===== config.mk =====
export PLATFORM = sky130hd
export DESIGN_NAME = ucr_register_bank
export DESIGN_NICKNAME = d
export VERILOG_FILES = /design/src/inc/ucr_pkg.sv /design/src/ucr_serial_port.sv /design/src/ucr_register_bank.sv
export SDC_FILE = /design/constraint.sdc
export NUM_CORES = 1
export LEC_CHECK = 0
export ABC_AREA = 1
export BUFFER_PORTS_ARGS = -buffer_cell sky130_fd_sc_hd__buf_2
export CAP_MARGIN = 0
export CORE_MARGIN = 2
export CORE_UTILIZATION = 58
export DETAILED_ROUTE_END_ITERATION = 7
export GPL_TIMING_DRIVEN = 0
export HOLD_SLACK_MARGIN = 0.1
export PLACE_DENSITY = 0.84
export SLEW_MARGIN = 25
export SYNTH_ARGS = -nofsm -noshare
export SYNTH_HDL_FRONTEND = slang
export SYNTH_SLANG_ARGS = --single-unit

===== constraint.sdc =====
create_clock -name clk_sys -period 22.8 [get_ports clk_sys]
set_clock_uncertainty 0.15 [all_clocks]
set_input_delay 4.56 -clock clk_sys [delete_from_list [all_inputs] [get_ports clk_sys]]
set_output_delay 4.56 -clock clk_sys [all_outputs]
set_load 0.01 [all_outputs]

===== src/inc/ucr_pkg.sv =====
// Constants and carrier types for the upconverter control register bank
package ucr_pkg;

  // ==========================================================
  // Serial port framing
  localparam int          UCR_INSTR_BITS = 8;
  localparam int          UCR_RW_BIT     = 7;
  localparam int          UCR_ADDR_W     = 5;
  localparam int          UCR_MAX_BITS   = 48;
  localparam logic [5:0]  UCR_BITS_WORD  = 6'h20;
  localparam logic [5:0]  UCR_BITS_SEG   = 6'h30;

  // ==========================================================
  // Register addresses
  localparam logic [4:0]  UCR_ADDR_CW3   = 5'h02;
  localparam logic [4:0]  UCR_ADDR_DAC   = 5'h03;
  localparam logic [4:0]  UCR_ADDR_RATE  = 5'h04;
  localparam logic [4:0]  UCR_ADDR_SEG0  = 5'h05;
  localparam logic [4:0]  UCR_ADDR_SEG1  = 5'h06;
  localparam logic [4:0]  UCR_ADDR_ASF   = 5'h09;

  // ==========================================================
  // Implemented-bit masks and reset values
  localparam logic [31:0] UCR_CW3_MASK   = 32'h3738_C1FE;
  localparam logic [31:0] UCR_CW3_RESET  = 32'h1738_4000;
  localparam logic [31:0] UCR_DAC_MASK   = 32'h0000_00FF;
  localparam logic [31:0] UCR_DAC_RESET  = 32'h0000_00FF;
  localparam logic [31:0] UCR_RATE_RESET = 32'h0FFF_FFFF;
  localparam logic [47:0] UCR_SEG_MASK   = 48'hFFFF_FFC0_FFC7;
  localparam logic [47:0] UCR_SEG_RESET  = 48'h0000_0000_0000;
  localparam logic [31:0] UCR_ASF_RESET  = 32'h0000_0000;

  // ==========================================================
  // Field positions
  localparam int UCR_CW3_DRV_LSB  = 28;
  localparam int UCR_CW3_BAND_LSB = 24;
  localparam int UCR_CW3_CP_LSB   = 19;
  localparam int UCR_CW3_BYP_BIT  = 15;
  localparam int UCR_CW3_RUN_BIT  = 14;
  localparam int UCR_CW3_PLL_BIT  = 8;
  localparam int UCR_CW3_N_LSB    = 1;
  localparam int UCR_DAC_LSB      = 0;
  localparam int UCR_SEG_STEP_LSB = 32;
  localparam int UCR_SEG_END_LSB  = 22;
  localparam int UCR_SEG_START_LSB = 6;
  localparam int UCR_SEG_MODE_LSB = 0;
  localparam int UCR_ASF_RATE_LSB = 16;
  localparam int UCR_ASF_SCALE_LSB = 2;
  localparam int UCR_ASF_STEP_LSB = 0;

  typedef enum logic [1:0] {
    UCR_IDLE  = 2'b00,
    UCR_INSTR = 2'b01,
    UCR_FETCH = 2'b11,
    UCR_DATA  = 2'b10
  } ucr_phase_type;

  typedef struct packed {
    logic        strobe;
    logic [4:0]  addr;
    logic [47:0] data;
  } ucr_wr_type;

  typedef struct packed {
    logic [1:0] ref_output_drive;
    logic [2:0] oscillator_band_select;
    logic [2:0] charge_pump_current;
    logic       div_bypass;
    logic       div_run;
    logic       pll_enable;
    logic [6:0] feedback_div;
  } ucr_clk_path_type;

  typedef struct packed {
    logic [15:0] step_rate;
    logic [9:0]  end_addr;
    logic [9:0]  start_addr;
    logic [2:0]  mode;
  } ucr_segment_type;

  typedef struct packed {
    logic        scale_valid;
    logic [13:0] scale;
    logic        ramp_enable;
    logic [15:0] ramp_rate;
    logic [13:0] ramp_limit;
    logic [1:0]  step_size;
  } ucr_amp_type;

  // Bits carried in the data phase; unmapped addresses frame as a word
  function automatic logic [5:0] ucr_reg_bits(input logic [4:0] addr);
    if (addr == UCR_ADDR_SEG0 || addr == UCR_ADDR_SEG1) begin
      return UCR_BITS_SEG;
    end
    return UCR_BITS_WORD;
  endfunction

endpackage


===== src/ucr_serial_port.sv =====
// Serial control port shifter: instruction byte, then register data MSB first
`timescale 1ns/1ps
module ucr_serial_port
  import ucr_pkg::*;
(
  input  wire logic        clk_sys,
  input  wire logic        reset,
  input  wire logic        sclk,
  input  wire logic        cs_n,
  input  wire logic        sdi,
  input  wire logic [47:0] rd_data,
  output logic [4:0]       rd_addr,
  output ucr_wr_type       wr,
  output logic             sdo,
  output logic             sdo_oe
);

  typedef struct packed {
    logic          sclk_prev;
    ucr_phase_type phase;
    logic [5:0]    cnt;
    logic [5:0]    len;
    logic          is_read;
    logic [4:0]    addr;
    logic [47:0]   shift;
    ucr_wr_type    wr;
    logic          sdo;
    logic          sdo_oe;
  } ucr_sp_state_type;

  ucr_sp_state_type state_reg;
  ucr_sp_state_type state_next;

  always_comb begin
    logic       rise;
    logic       fall;
    logic [7:0] instr;
    rise  = sclk & ~state_reg.sclk_prev;
    fall  = ~sclk & state_reg.sclk_prev;
    instr = {state_reg.shift[6:0], sdi};
    state_next           = state_reg;
    state_next.sclk_prev = sclk;
    state_next.wr.strobe = 1'b0;
    if (cs_n) begin
      state_next.phase  = UCR_IDLE;
      state_next.cnt    = '0;
      state_next.sdo_oe = 1'b0;
    end else begin
      unique case (state_reg.phase)
        UCR_IDLE: begin
          state_next.phase = UCR_INSTR;
        end
        UCR_INSTR: begin
          if (rise) begin
            state_next.shift = {state_reg.shift[46:0], sdi};
            state_next.cnt   = state_reg.cnt + 6'h01;
            if (state_reg.cnt == 6'(UCR_INSTR_BITS - 1)) begin
              state_next.is_read = instr[UCR_RW_BIT];
              state_next.addr    = instr[UCR_ADDR_W-1:0];
              state_next.len     = ucr_reg_bits(instr[UCR_ADDR_W-1:0]);
              state_next.cnt     = '0;
              state_next.phase   = UCR_FETCH;
            end
          end
        end
        UCR_FETCH: begin
          // Read data is left aligned so the MSB leaves first
          state_next.phase = UCR_DATA;
          if (state_reg.is_read) begin
            state_next.shift  = rd_data << (UCR_MAX_BITS - int'(state_reg.len));
            state_next.sdo_oe = 1'b1;
          end
        end
        UCR_DATA: begin
          if (fall && state_reg.is_read) begin
            state_next.sdo = state_reg.shift[47];
          end
          // Extra clocks past the register length are ignored
          if (rise && state_reg.cnt < state_reg.len) begin
            state_next.shift = {state_reg.shift[46:0], sdi};
            state_next.cnt   = state_reg.cnt + 6'h01;
            if (state_reg.cnt == state_reg.len - 6'h01 && !state_reg.is_read) begin
              state_next.wr.strobe = 1'b1;
              state_next.wr.addr   = state_reg.addr;
              state_next.wr.data   = {state_reg.shift[46:0], sdi};
            end
          end
        end
      endcase
    end
  end

  always_ff @(posedge clk_sys or posedge reset) begin
    if (reset) begin
      state_reg <= '0;
    end else begin
      state_reg <= state_next;
    end
  end

  assign rd_addr = state_reg.addr;
  assign wr      = state_reg.wr;
  assign sdo     = state_reg.sdo;
  assign sdo_oe  = state_reg.sdo_oe;

endmodule


===== src/ucr_register_bank.sv =====
// Control register bank of the quadrature upconverter, reached by serial port
//
// Overview of operation
// - Third control word sits at address 0x02, four bytes long.
// - Bits 29:28 pick reference clock output drive, reset 01b.
// - Bits 26:24 pick PLL oscillator band, reset 111b.
// - Bits 21:19 pick PLL charge pump current, reset 111b.
// - Bit 15 high bypasses the reference input divider; default uses it.
// - Bit 14 low holds the input divider in reset; default runs.
// - Bit 8 high enables the reference PLL; default bypasses it.
// - Bits 7:1 hold the 7-bit PLL feedback modulus, reset zero.
// - Address 0x03 bits 7:0 set DAC full-scale current, reset 0xFF.
// - Update-rate register at 0x04 takes effect immediately on write.
// - Update rate governs only when control word two bit 23 is set.
// - Segment zero at 0x05 acts at once, chosen on select rise.
// - Segment one at 0x06 is chosen on select pin fall.
// - Segment fields: step 47:32, end 31:22, start 15:6, mode 2:0.
// - Amplitude register at 0x09 matters only with control bit 9.
// - Bits 31:16 give ramp rate, used only with control bit 8.
// - Bits 8 and 23 both low: scale field drives amplitude directly.
// - Bit 8 low, 23 high: scale applies only while keying pin high.
// - Bit 8 high: scale field is the ramp ceiling.
// - Bits 1:0 give ramp step size, used only with control bit 8.
`timescale 1ns/1ps
module ucr_register_bank
  import ucr_pkg::*;
(
  input  wire logic        clk_sys,
  input  wire logic        reset,
  input  wire logic        sclk,
  input  wire logic        cs_n,
  input  wire logic        sdi,
  output logic             sdo,
  output logic             sdo_oe,
  input  wire logic        io_update,
  input  wire logic        cw1_ram_enable,
  input  wire logic        cw1_osk_enable,
  input  wire logic        cw1_auto_osk,
  input  wire logic        cw1_manual_osk,
  input  wire logic        cw2_auto_update_enable,
  input  wire logic        segment_select_pin,
  input  wire logic        shift_keying_pin,
  output ucr_clk_path_type clk_path,
  output logic [7:0]       dac_full_scale_code,
  output logic [31:0]      auto_update_rate,
  output logic             auto_update_active,
  output ucr_segment_type  segment,
  output logic             segment_valid,
  output logic             segment_index,
  output ucr_amp_type      amp
);

  // ==========================================================
  // Serial port
  logic [4:0]  rd_addr;
  logic [47:0] rd_data;
  ucr_wr_type  wr;
  logic        port_sdo;
  logic        port_sdo_oe;

  ucr_serial_port u_port (
    .clk_sys (clk_sys),
    .reset   (reset),
    .sclk    (sclk),
    .cs_n    (cs_n),
    .sdi     (sdi),
    .rd_data (rd_data),
    .rd_addr (rd_addr),
    .wr      (wr),
    .sdo     (port_sdo),
    .sdo_oe  (port_sdo_oe)
  );

  // ==========================================================
  // State
  typedef struct packed {
    logic [31:0]      cw3_buf;
    logic [31:0]      cw3;
    logic [31:0]      dac_buf;
    logic [31:0]      dac;
    logic [31:0]      rate;
    logic [47:0]      seg0;
    logic [47:0]      seg1_buf;
    logic [47:0]      seg1;
    logic [31:0]      asf_buf;
    logic [31:0]      amplitude_scale_control;
    logic             upd_prev;
    logic             sel_prev;
    logic             seg_valid;
    logic             seg_index;
    ucr_clk_path_type clk_path;
    logic [7:0]       dac_code;
    logic [31:0]      rate_out;
    logic             rate_active;
    ucr_segment_type  segment;
    ucr_amp_type      amp;
  } ucr_state_type;

  ucr_state_type state_reg;
  ucr_state_type state_next;

  // ==========================================================
  // Read-back mux
  // Buffered registers read back the last written value, not the active copy
  always_comb begin
    unique case (rd_addr)
      UCR_ADDR_CW3:  rd_data = {16'h0000, state_reg.cw3_buf};
      UCR_ADDR_DAC:  rd_data = {16'h0000, state_reg.dac_buf};
      UCR_ADDR_RATE: rd_data = {16'h0000, state_reg.rate};
      UCR_ADDR_SEG0: rd_data = state_reg.seg0;
      UCR_ADDR_SEG1: rd_data = state_reg.seg1_buf;
      UCR_ADDR_ASF:  rd_data = {16'h0000, state_reg.asf_buf};
      default:       rd_data = '0;
    endcase
  end

  // ==========================================================
  // Next state
  always_comb begin
    logic            upd;
    logic            sel_rise;
    logic            sel_fall;
    logic [47:0]     seg_src;
    logic [13:0]     scale_field;
    seg_src             = '0;
    scale_field         = '0;
    state_next          = state_reg;
    upd                 = io_update & ~state_reg.upd_prev;
    sel_rise            = segment_select_pin & ~state_reg.sel_prev;
    sel_fall            = ~segment_select_pin & state_reg.sel_prev;
    state_next.upd_prev = io_update;
    state_next.sel_prev = segment_select_pin;

    // Transfer buffers first so a write in the same cycle waits for the next
    if (upd) begin
      state_next.cw3  = state_reg.cw3_buf;
      state_next.dac  = state_reg.dac_buf;
      state_next.seg1 = state_reg.seg1_buf;
      state_next.amplitude_scale_control  = state_reg.asf_buf;
    end

    // Register writes; CW3, DAC and segment writes are masked so unassigned bits stay zero
    if (wr.strobe) begin
      unique case (wr.addr)
        UCR_ADDR_CW3: begin
          state_next.cw3_buf = wr.data[31:0] & UCR_CW3_MASK;
        end
        UCR_ADDR_DAC: begin
          state_next.dac_buf = wr.data[31:0] & UCR_DAC_MASK;
        end
        UCR_ADDR_RATE: begin
          state_next.rate = wr.data[31:0];
        end
        UCR_ADDR_SEG0: begin
          state_next.seg0 = wr.data & UCR_SEG_MASK;
        end
        UCR_ADDR_SEG1: begin
          state_next.seg1_buf = wr.data & UCR_SEG_MASK;
        end
        UCR_ADDR_ASF: begin
          state_next.asf_buf = wr.data[31:0];
        end
        default: begin
          state_next.rate = state_reg.rate;
        end
      endcase
    end

    // ==========================================================
    // Clock path decode
    state_next.clk_path.ref_output_drive =
      state_reg.cw3[UCR_CW3_DRV_LSB +: 2];
    state_next.clk_path.oscillator_band_select =
      state_reg.cw3[UCR_CW3_BAND_LSB +: 3];
    state_next.clk_path.charge_pump_current =
      state_reg.cw3[UCR_CW3_CP_LSB +: 3];
    state_next.clk_path.div_bypass =
      state_reg.cw3[UCR_CW3_BYP_BIT];
    state_next.clk_path.div_run =
      state_reg.cw3[UCR_CW3_RUN_BIT];
    state_next.clk_path.pll_enable =
      state_reg.cw3[UCR_CW3_PLL_BIT];
    state_next.clk_path.feedback_div =
      state_reg.cw3[UCR_CW3_N_LSB +: 7];

    // ==========================================================
    // DAC current and automatic update rate
    state_next.dac_code    = state_reg.dac[UCR_DAC_LSB +: 8];
    state_next.rate_out    = state_reg.rate;
    state_next.rate_active = cw2_auto_update_enable;

    // ==========================================================
    // Segment selection by select pin edges
    // Edges while RAM playback is off are ignored and leave the choice
    if (cw1_ram_enable && sel_rise) begin
      state_next.seg_valid = 1'b1;
      state_next.seg_index = 1'b0;
    end else if (cw1_ram_enable && sel_fall) begin
      state_next.seg_valid = 1'b1;
      state_next.seg_index = 1'b1;
    end else if (!cw1_ram_enable) begin
      state_next.seg_valid = 1'b0;
    end
    // Segment zero edits reach the output at once, no transfer needed
    seg_src = state_next.seg_index ? state_reg.seg1 : state_reg.seg0;
    state_next.segment.step_rate =
      seg_src[UCR_SEG_STEP_LSB +: 16];
    state_next.segment.end_addr =
      seg_src[UCR_SEG_END_LSB +: 10];
    state_next.segment.start_addr =
      seg_src[UCR_SEG_START_LSB +: 10];
    state_next.segment.mode =
      seg_src[UCR_SEG_MODE_LSB +: 3];

    // ==========================================================
    // Amplitude scale and ramp settings
    scale_field    = state_reg.amplitude_scale_control[UCR_ASF_SCALE_LSB +: 14];
    state_next.amp = '0;
    if (cw1_osk_enable) begin
      if (cw1_auto_osk) begin
        state_next.amp.ramp_enable = 1'b1;
        state_next.amp.ramp_rate   =
          state_reg.amplitude_scale_control[UCR_ASF_RATE_LSB +: 16];
        state_next.amp.ramp_limit  = scale_field;
        state_next.amp.step_size   =
          state_reg.amplitude_scale_control[UCR_ASF_STEP_LSB +: 2];
      end else if (cw1_manual_osk) begin
        state_next.amp.scale_valid = shift_keying_pin;
        state_next.amp.scale       = shift_keying_pin ? scale_field : '0;
      end else begin
        state_next.amp.scale_valid = 1'b1;
        state_next.amp.scale       = scale_field;
      end
    end
  end

  // ==========================================================
  // Registers
  always_ff @(posedge clk_sys or posedge reset) begin
    if (reset) begin
      state_reg          <= '0;
      state_reg.cw3_buf  <= UCR_CW3_RESET;
      state_reg.cw3      <= UCR_CW3_RESET;
      state_reg.dac_buf  <= UCR_DAC_RESET;
      state_reg.dac      <= UCR_DAC_RESET;
      state_reg.rate     <= UCR_RATE_RESET;
      state_reg.seg0     <= UCR_SEG_RESET;
      state_reg.seg1_buf <= UCR_SEG_RESET;
      state_reg.seg1     <= UCR_SEG_RESET;
      state_reg.asf_buf  <= UCR_ASF_RESET;
      state_reg.amplitude_scale_control      <= UCR_ASF_RESET;
    end else begin
      state_reg <= state_next;
    end
  end

  // ==========================================================
  // Outputs
  assign sdo                 = port_sdo;
  assign sdo_oe              = port_sdo_oe;
  assign clk_path            = state_reg.clk_path;
  assign dac_full_scale_code = state_reg.dac_code;
  assign auto_update_rate    = state_reg.rate_out;
  assign auto_update_active  = state_reg.rate_active;
  assign segment             = state_reg.segment;
  assign segment_valid       = state_reg.seg_valid;
  assign segment_index       = state_reg.seg_index;
  assign amp                 = state_reg.amp;

endmodule


# Word level (Yosys, flattened, before mapping)
# Cells that the tools add are included.
# classes
add_sub_neg	3
shifts	1
mux	34
reduce_logical	26
n_eq_ne	26
order_cmp	1
multipliers	0
div	0
bitwise_logic	11
# op_table
op	n
$pmux 48 s6	1
$mux 48	3
$pmux 48 s3	1
$mux 55	2
$mux 102	1
$mux 68	1
$mux 54	1
$shl 48x32->48	1
$eq 5x3->1 const B	8
$mux 33	1
$mux 15	2
$eq 5x2->1 const B	4
$mux 20	1
$mux 6	3
$mux 14	1
$reduce_and 2->1	7
$mux 1	12
$pmux 6 s2	1
$eq 5x4->1 const B	2
$ne 3x2->1 const B	3
$reduce_and 3->1	3
$mux 8	1
$reduce_and 4->1	2
$sub 6x6->7 const A	1
other kinds (21)	39
# totals
latchBits	0
ramBits	0
word_cells	148
mem_bits_ro	0
inputBits	13
mem_count	0
out_inout_bits	150
ff_bits	540

# Longest topological paths before layout
# depth
depth_word	12
mapped_depth	16
depth_no_buf	13

# By module
# From an unflattened synthesis, not the netlist that was laid out.
# hier_totals
cells_unflattened	2780
hier_area_um2	24161.9
# modules_own_cells
mod	cells_each	area_per_inst_um2	seq_area_each_um2	n_inst
ucr_register_bank	1787	16923.7	10460.0	1
ucr_serial_port	993	7238.2	3027.9	1

# Least setup slack after synthesis
# OpenSTA, ideal clock, no wires.
# synth_path
path_kind	input -> register
start	input port cs_n
end	register u_port.state_reg[90] (netlist name)
arrival_time_ns	5.651
path_buffers	2
setup_ns	0.113
t_required_ns	22.537
cell_stages	11
setup_slack_ns	16.886
cell_sequence	clkbuf_1 -> inv_1 -> nand3_1 -> nor2_1 -> o21ai_1 -> inv_1 -> clkbuf_1 -> o21ai_0 -> nand3b_1 -> nand2_1 -> inv_1
# synth_via
elab_chain_cells	2
# synth_lines
element	line	rtl
start, declared	ucr_register_bank.sv:31	input wire logic cs_n,
$not 1->1 (no source line)	-	
$reduce_and 5->1 (no source line)	-	
end signal, assigned	ucr_serial_port.sv:97	state_reg <= state_next;
end, declared	ucr_serial_port.sv:31	ucr_sp_state_type state_reg;
# No other way between the ends.
# A chain may end at the register's enable or synchronous reset.

==> impl_metrics.csv <==
group,metric,value,unit
detailed_routing,drt_pre_antenna_iters,6,
critical_path,r2r_start,"u_port.state_reg[115]$_DFFE_PP0P_",
cells_and_area,largest_reg_flops,209,
detailed_routing,drt-met1-wl,28200,microns
detailed_routing,drt_iter0_markers,2361,
cts,cts_hold_buf,0,
critical_path,ff2ff_path_depth,15,
die,io-pin-count,163,
grt,grt_max_degree,107,
cts,cts.htree.levels,2,
power,clockPowerShare,0.460,
worst_hold_path,hold_start,"state_next[133]$_DFFE_PP0P_",
timing,slew_headroom,0.266,
cts,cts_tree,"built",
cells_and_area,layout-drive-gt1-share,0.190,
cells_and_area,nNetsFinal,2811,
grt,antenna_found_initial,0,
detailed_routing,drt-total-wl,72100,microns
die,fp.dieW,203,microns
detailed_routing,vias,19100,
cells_and_area,utilization,0.680,
power,p_sw,460,uW
power,total_power,2.00,mW
cts,cts_setup_buffers,0,
yosys,ys_types,31,
cts,ctsResizeCount,0,
yosys,yosys_most_used_dff,"dfrtp_1",
power,combPwrFrac,0.049,
power,intPower,1.54,mW
yosys,seq_area_frac_synth,0.588,
timing,drv_slew,0,
cells_and_area,ff_latch_area,0.0135,sq mm
yosys,yosys-top-cells-area,"dfrtp_1, nand2_1, o21ai_0, dfstp_2, buf_4",
cts,cts_buffers,52,
cells_and_area,multi_input_area,0.00690,sq mm
power,p_per_area,76.0,mW/mm^2
yosys,synth_top_area_cell,"dfrtp_1",
detailed_routing,wl_met3,7700,microns
cts,cts_root_buf,"clkbuf_16",
critical_path,r2r_setup_slack,19.64,ns
detailed_routing,drcViolationCount,0,
yosys,syn_nets,2591,
timing,tightest_slew,1.09,ns
timing,fmax,163,MHz
yosys,synth_xor_area_frac,0.000382,
cells_and_area,nFillCells,3015,
cts,cts.sinks,536,
worst_hold_path,hold_end,"clk_path[5]$_DFF_PP0_",
detailed_routing,routedWlPerCell,21.5,microns
yosys,synth.area.mux_share,0.0172,
placement,hpwlAfterDp,52200,microns
yosys,yosys-top-cells-count,"nand2_1, dfrtp_1, o21ai_0",
yosys,synth_top_area_share,0.519,
timing,rsz0062_at_grt,"no",
grt,overflow,0,
cells_and_area,area_delta_synth_final,15.0,%
job,max-cap-violations,0,
critical_path,r2r-end,"u_port.state_reg[79]$_DFFE_PP0P_",
power,pwr-share-seq,0.491,
critical_path,critPathCaptureType,"flop",
yosys,yosys.area_share.simple,0.180,
detailed_routing,dr_wl_met2,32200,microns
die,initial_core_util,0.591,
detailed_routing,top_layer,"met4",
die,row_count,72,
grt,grt_pass1_vias,18600,
run_status,status,"finished clean",
worst_hold_path,min_path_cells,0,
cts,cts_buffer_depth,3,
timing,final_hold_viol_count,0,
critical_path,critPathMaxFanout,10,
detailed_routing,antenna_left,0,
die,placeableCoreArea,0.0388,sq mm
detailed_routing,viasPerCell,5.69,
yosys,synth_area,0.0229,sq mm
critical_path,critPathKind,"in2reg",
timing,fin_crit,6.13,ns
yosys,synthAdderAreaFrac,0.00164,
yosys,avgSynthCellArea,8.91,sq um
cts,clk_latency,0.62,ns
die,die_h,203,microns
timing,setup_viol,0,
cts,clk_pin_slew,0.07,ns
grt,grt_first_pass_wirelength,111000,microns
critical_path,cp-start-kind,"input pin",
yosys,synth_async_sr_flop_share,1.00,
power,p_leak,13.3,nW
cells_and_area,antenna_cells,0,
timing,fin_crit_sh,0.269,
yosys,yosysWarnings,0,
yosys,yosys_register_bits,536,
power,swShare,0.229,
yosys,synth.most_common_cell,"nand2_1",
die,dieArea,0.0412,sq mm
yosys,synth_compound_area_frac,0.101,
power,peakVddDrop,0.0633,mV
placement,globalplace.congestion,0.991,
yosys,synth_cells,2575,
worst_hold_path,worstHoldPathType,"reg2reg",
grt,grtUsageTotal,0.360,
yosys,synth_edf_count,0,
critical_path,arrival,6.42,ns
critical_path,required,23.09,ns
yosys,synth_top_family_by_area,"simple AND/OR/NAND/NOR gates",
placement,numPortBuffers,161,
layer usage:
metal,vias to the layer above,global-route usage
li1,8463,-
met1,9208,0.493
met2,1205,0.545
met3,222,0.0815
met4,0,0.184
met5,-,0
worst max-delay path, stage by stage:
cell,delay [ns]
buf_2,0.10
inv_1,0.06
nand3_1,0.08
nand2_1,0.07
nand2_1,0.31
inv_2,0.39
clkbuf_1,0.56
o21ai_0,0.28
cells in the final DEF (no fill, tap or decap), types with 6 or more instances in the layout:
cell / count
nand2_1: 682
dfrtp_1: 476
o21ai_0: 333
inv_1: 246
buf_2: 178
nor2_1: 173
buf_4: 152
nand3_1: 127
clkbuf_1: 98
a21oi_1: 83
dfstp_2: 60
clkbuf_16: 52
mux2_2: 35
nand4_1: 19
o211ai_1: 15
o21ai_1: 13
clkbuf_8: 13
clkinv_2: 11
buf_1: 11
inv_2: 7
bufinv_16: 7
nor3_1: 6
cell families after synthesis:
group	count (synthesis)
compound gates	453
xor+xnor	1
fa+ha+maj	3
buf+inv	522
flops	536
mux	35
simple gates	1025
worst max path at each step:
| stage | startpoint | to | slack (ns) | cells past startpoint |
|---|---|---|---|---|
| 2_1_floorplan | reset | amp[0]$_DFF_PP0_ | 3.21 | 1 |
| 3_3_place_gp | reset | u_port.state_reg[102]$_DFFE_PP0P_ | -1.53 | 2 |
| 3_5_place_dp | segment_select_pin | segment[3]$_DFF_PP0_ | 16.11 | 8 |
| 4_1_cts | segment_select_pin | segment[3]$_DFF_PP0_ | 16.69 | 8 |
| 5_1_grt | sclk | u_port.state_reg[79]$_DFFE_PP0P_ | 16.60 | 11 |
| 6_report | segment_select_pin | segment[3]$_DFF_PP0_ | 16.67 | 8 |
area by class of cell:
class,instances,area share
Buffer,267,0.0604
Clock buffer,76,0.0577
Clock inverter,22,0.0123
Inverter,255,0.0366
Multi-Input combinational cell,1517,0.262
Sequential cell,536,0.511
Tap cell,518,0.0246
Timing Repair Buffer,166,0.0358
power by group through the flow:
stage	Sequential [mW]	Clock, mW	Combinational [mW]
finish	0.984	0.922	0.0991
global route	0.985	0.967	0.112
CTS	0.983	0.926	0.100
detailed placement	1.00	0	0.0979
global placement	1.00	0	0.0916
floorplan	0.999	0	0.0645
through the flow:
stage / hold slack (ns) / worst slack, ns / TNS [ns] / std cells / cell area [sq um]
CTS: 0.224 / 16.69 / 0 / 3357 / 26400
finish: 0.225 / 16.67 / 0 / 3357 / 26400
global placement: 0.207 / -1.53 / -697.84 / 3254 / 24400
floorplan: 0.199 / 3.21 / 0 / 2575 / 22900
global route: 0.240 / 16.60 / 0 / 3357 / 26400
detailed placement: 0.211 / 16.11 / 0 / 3259 / 24500
(Power assumes the default switching activity.)
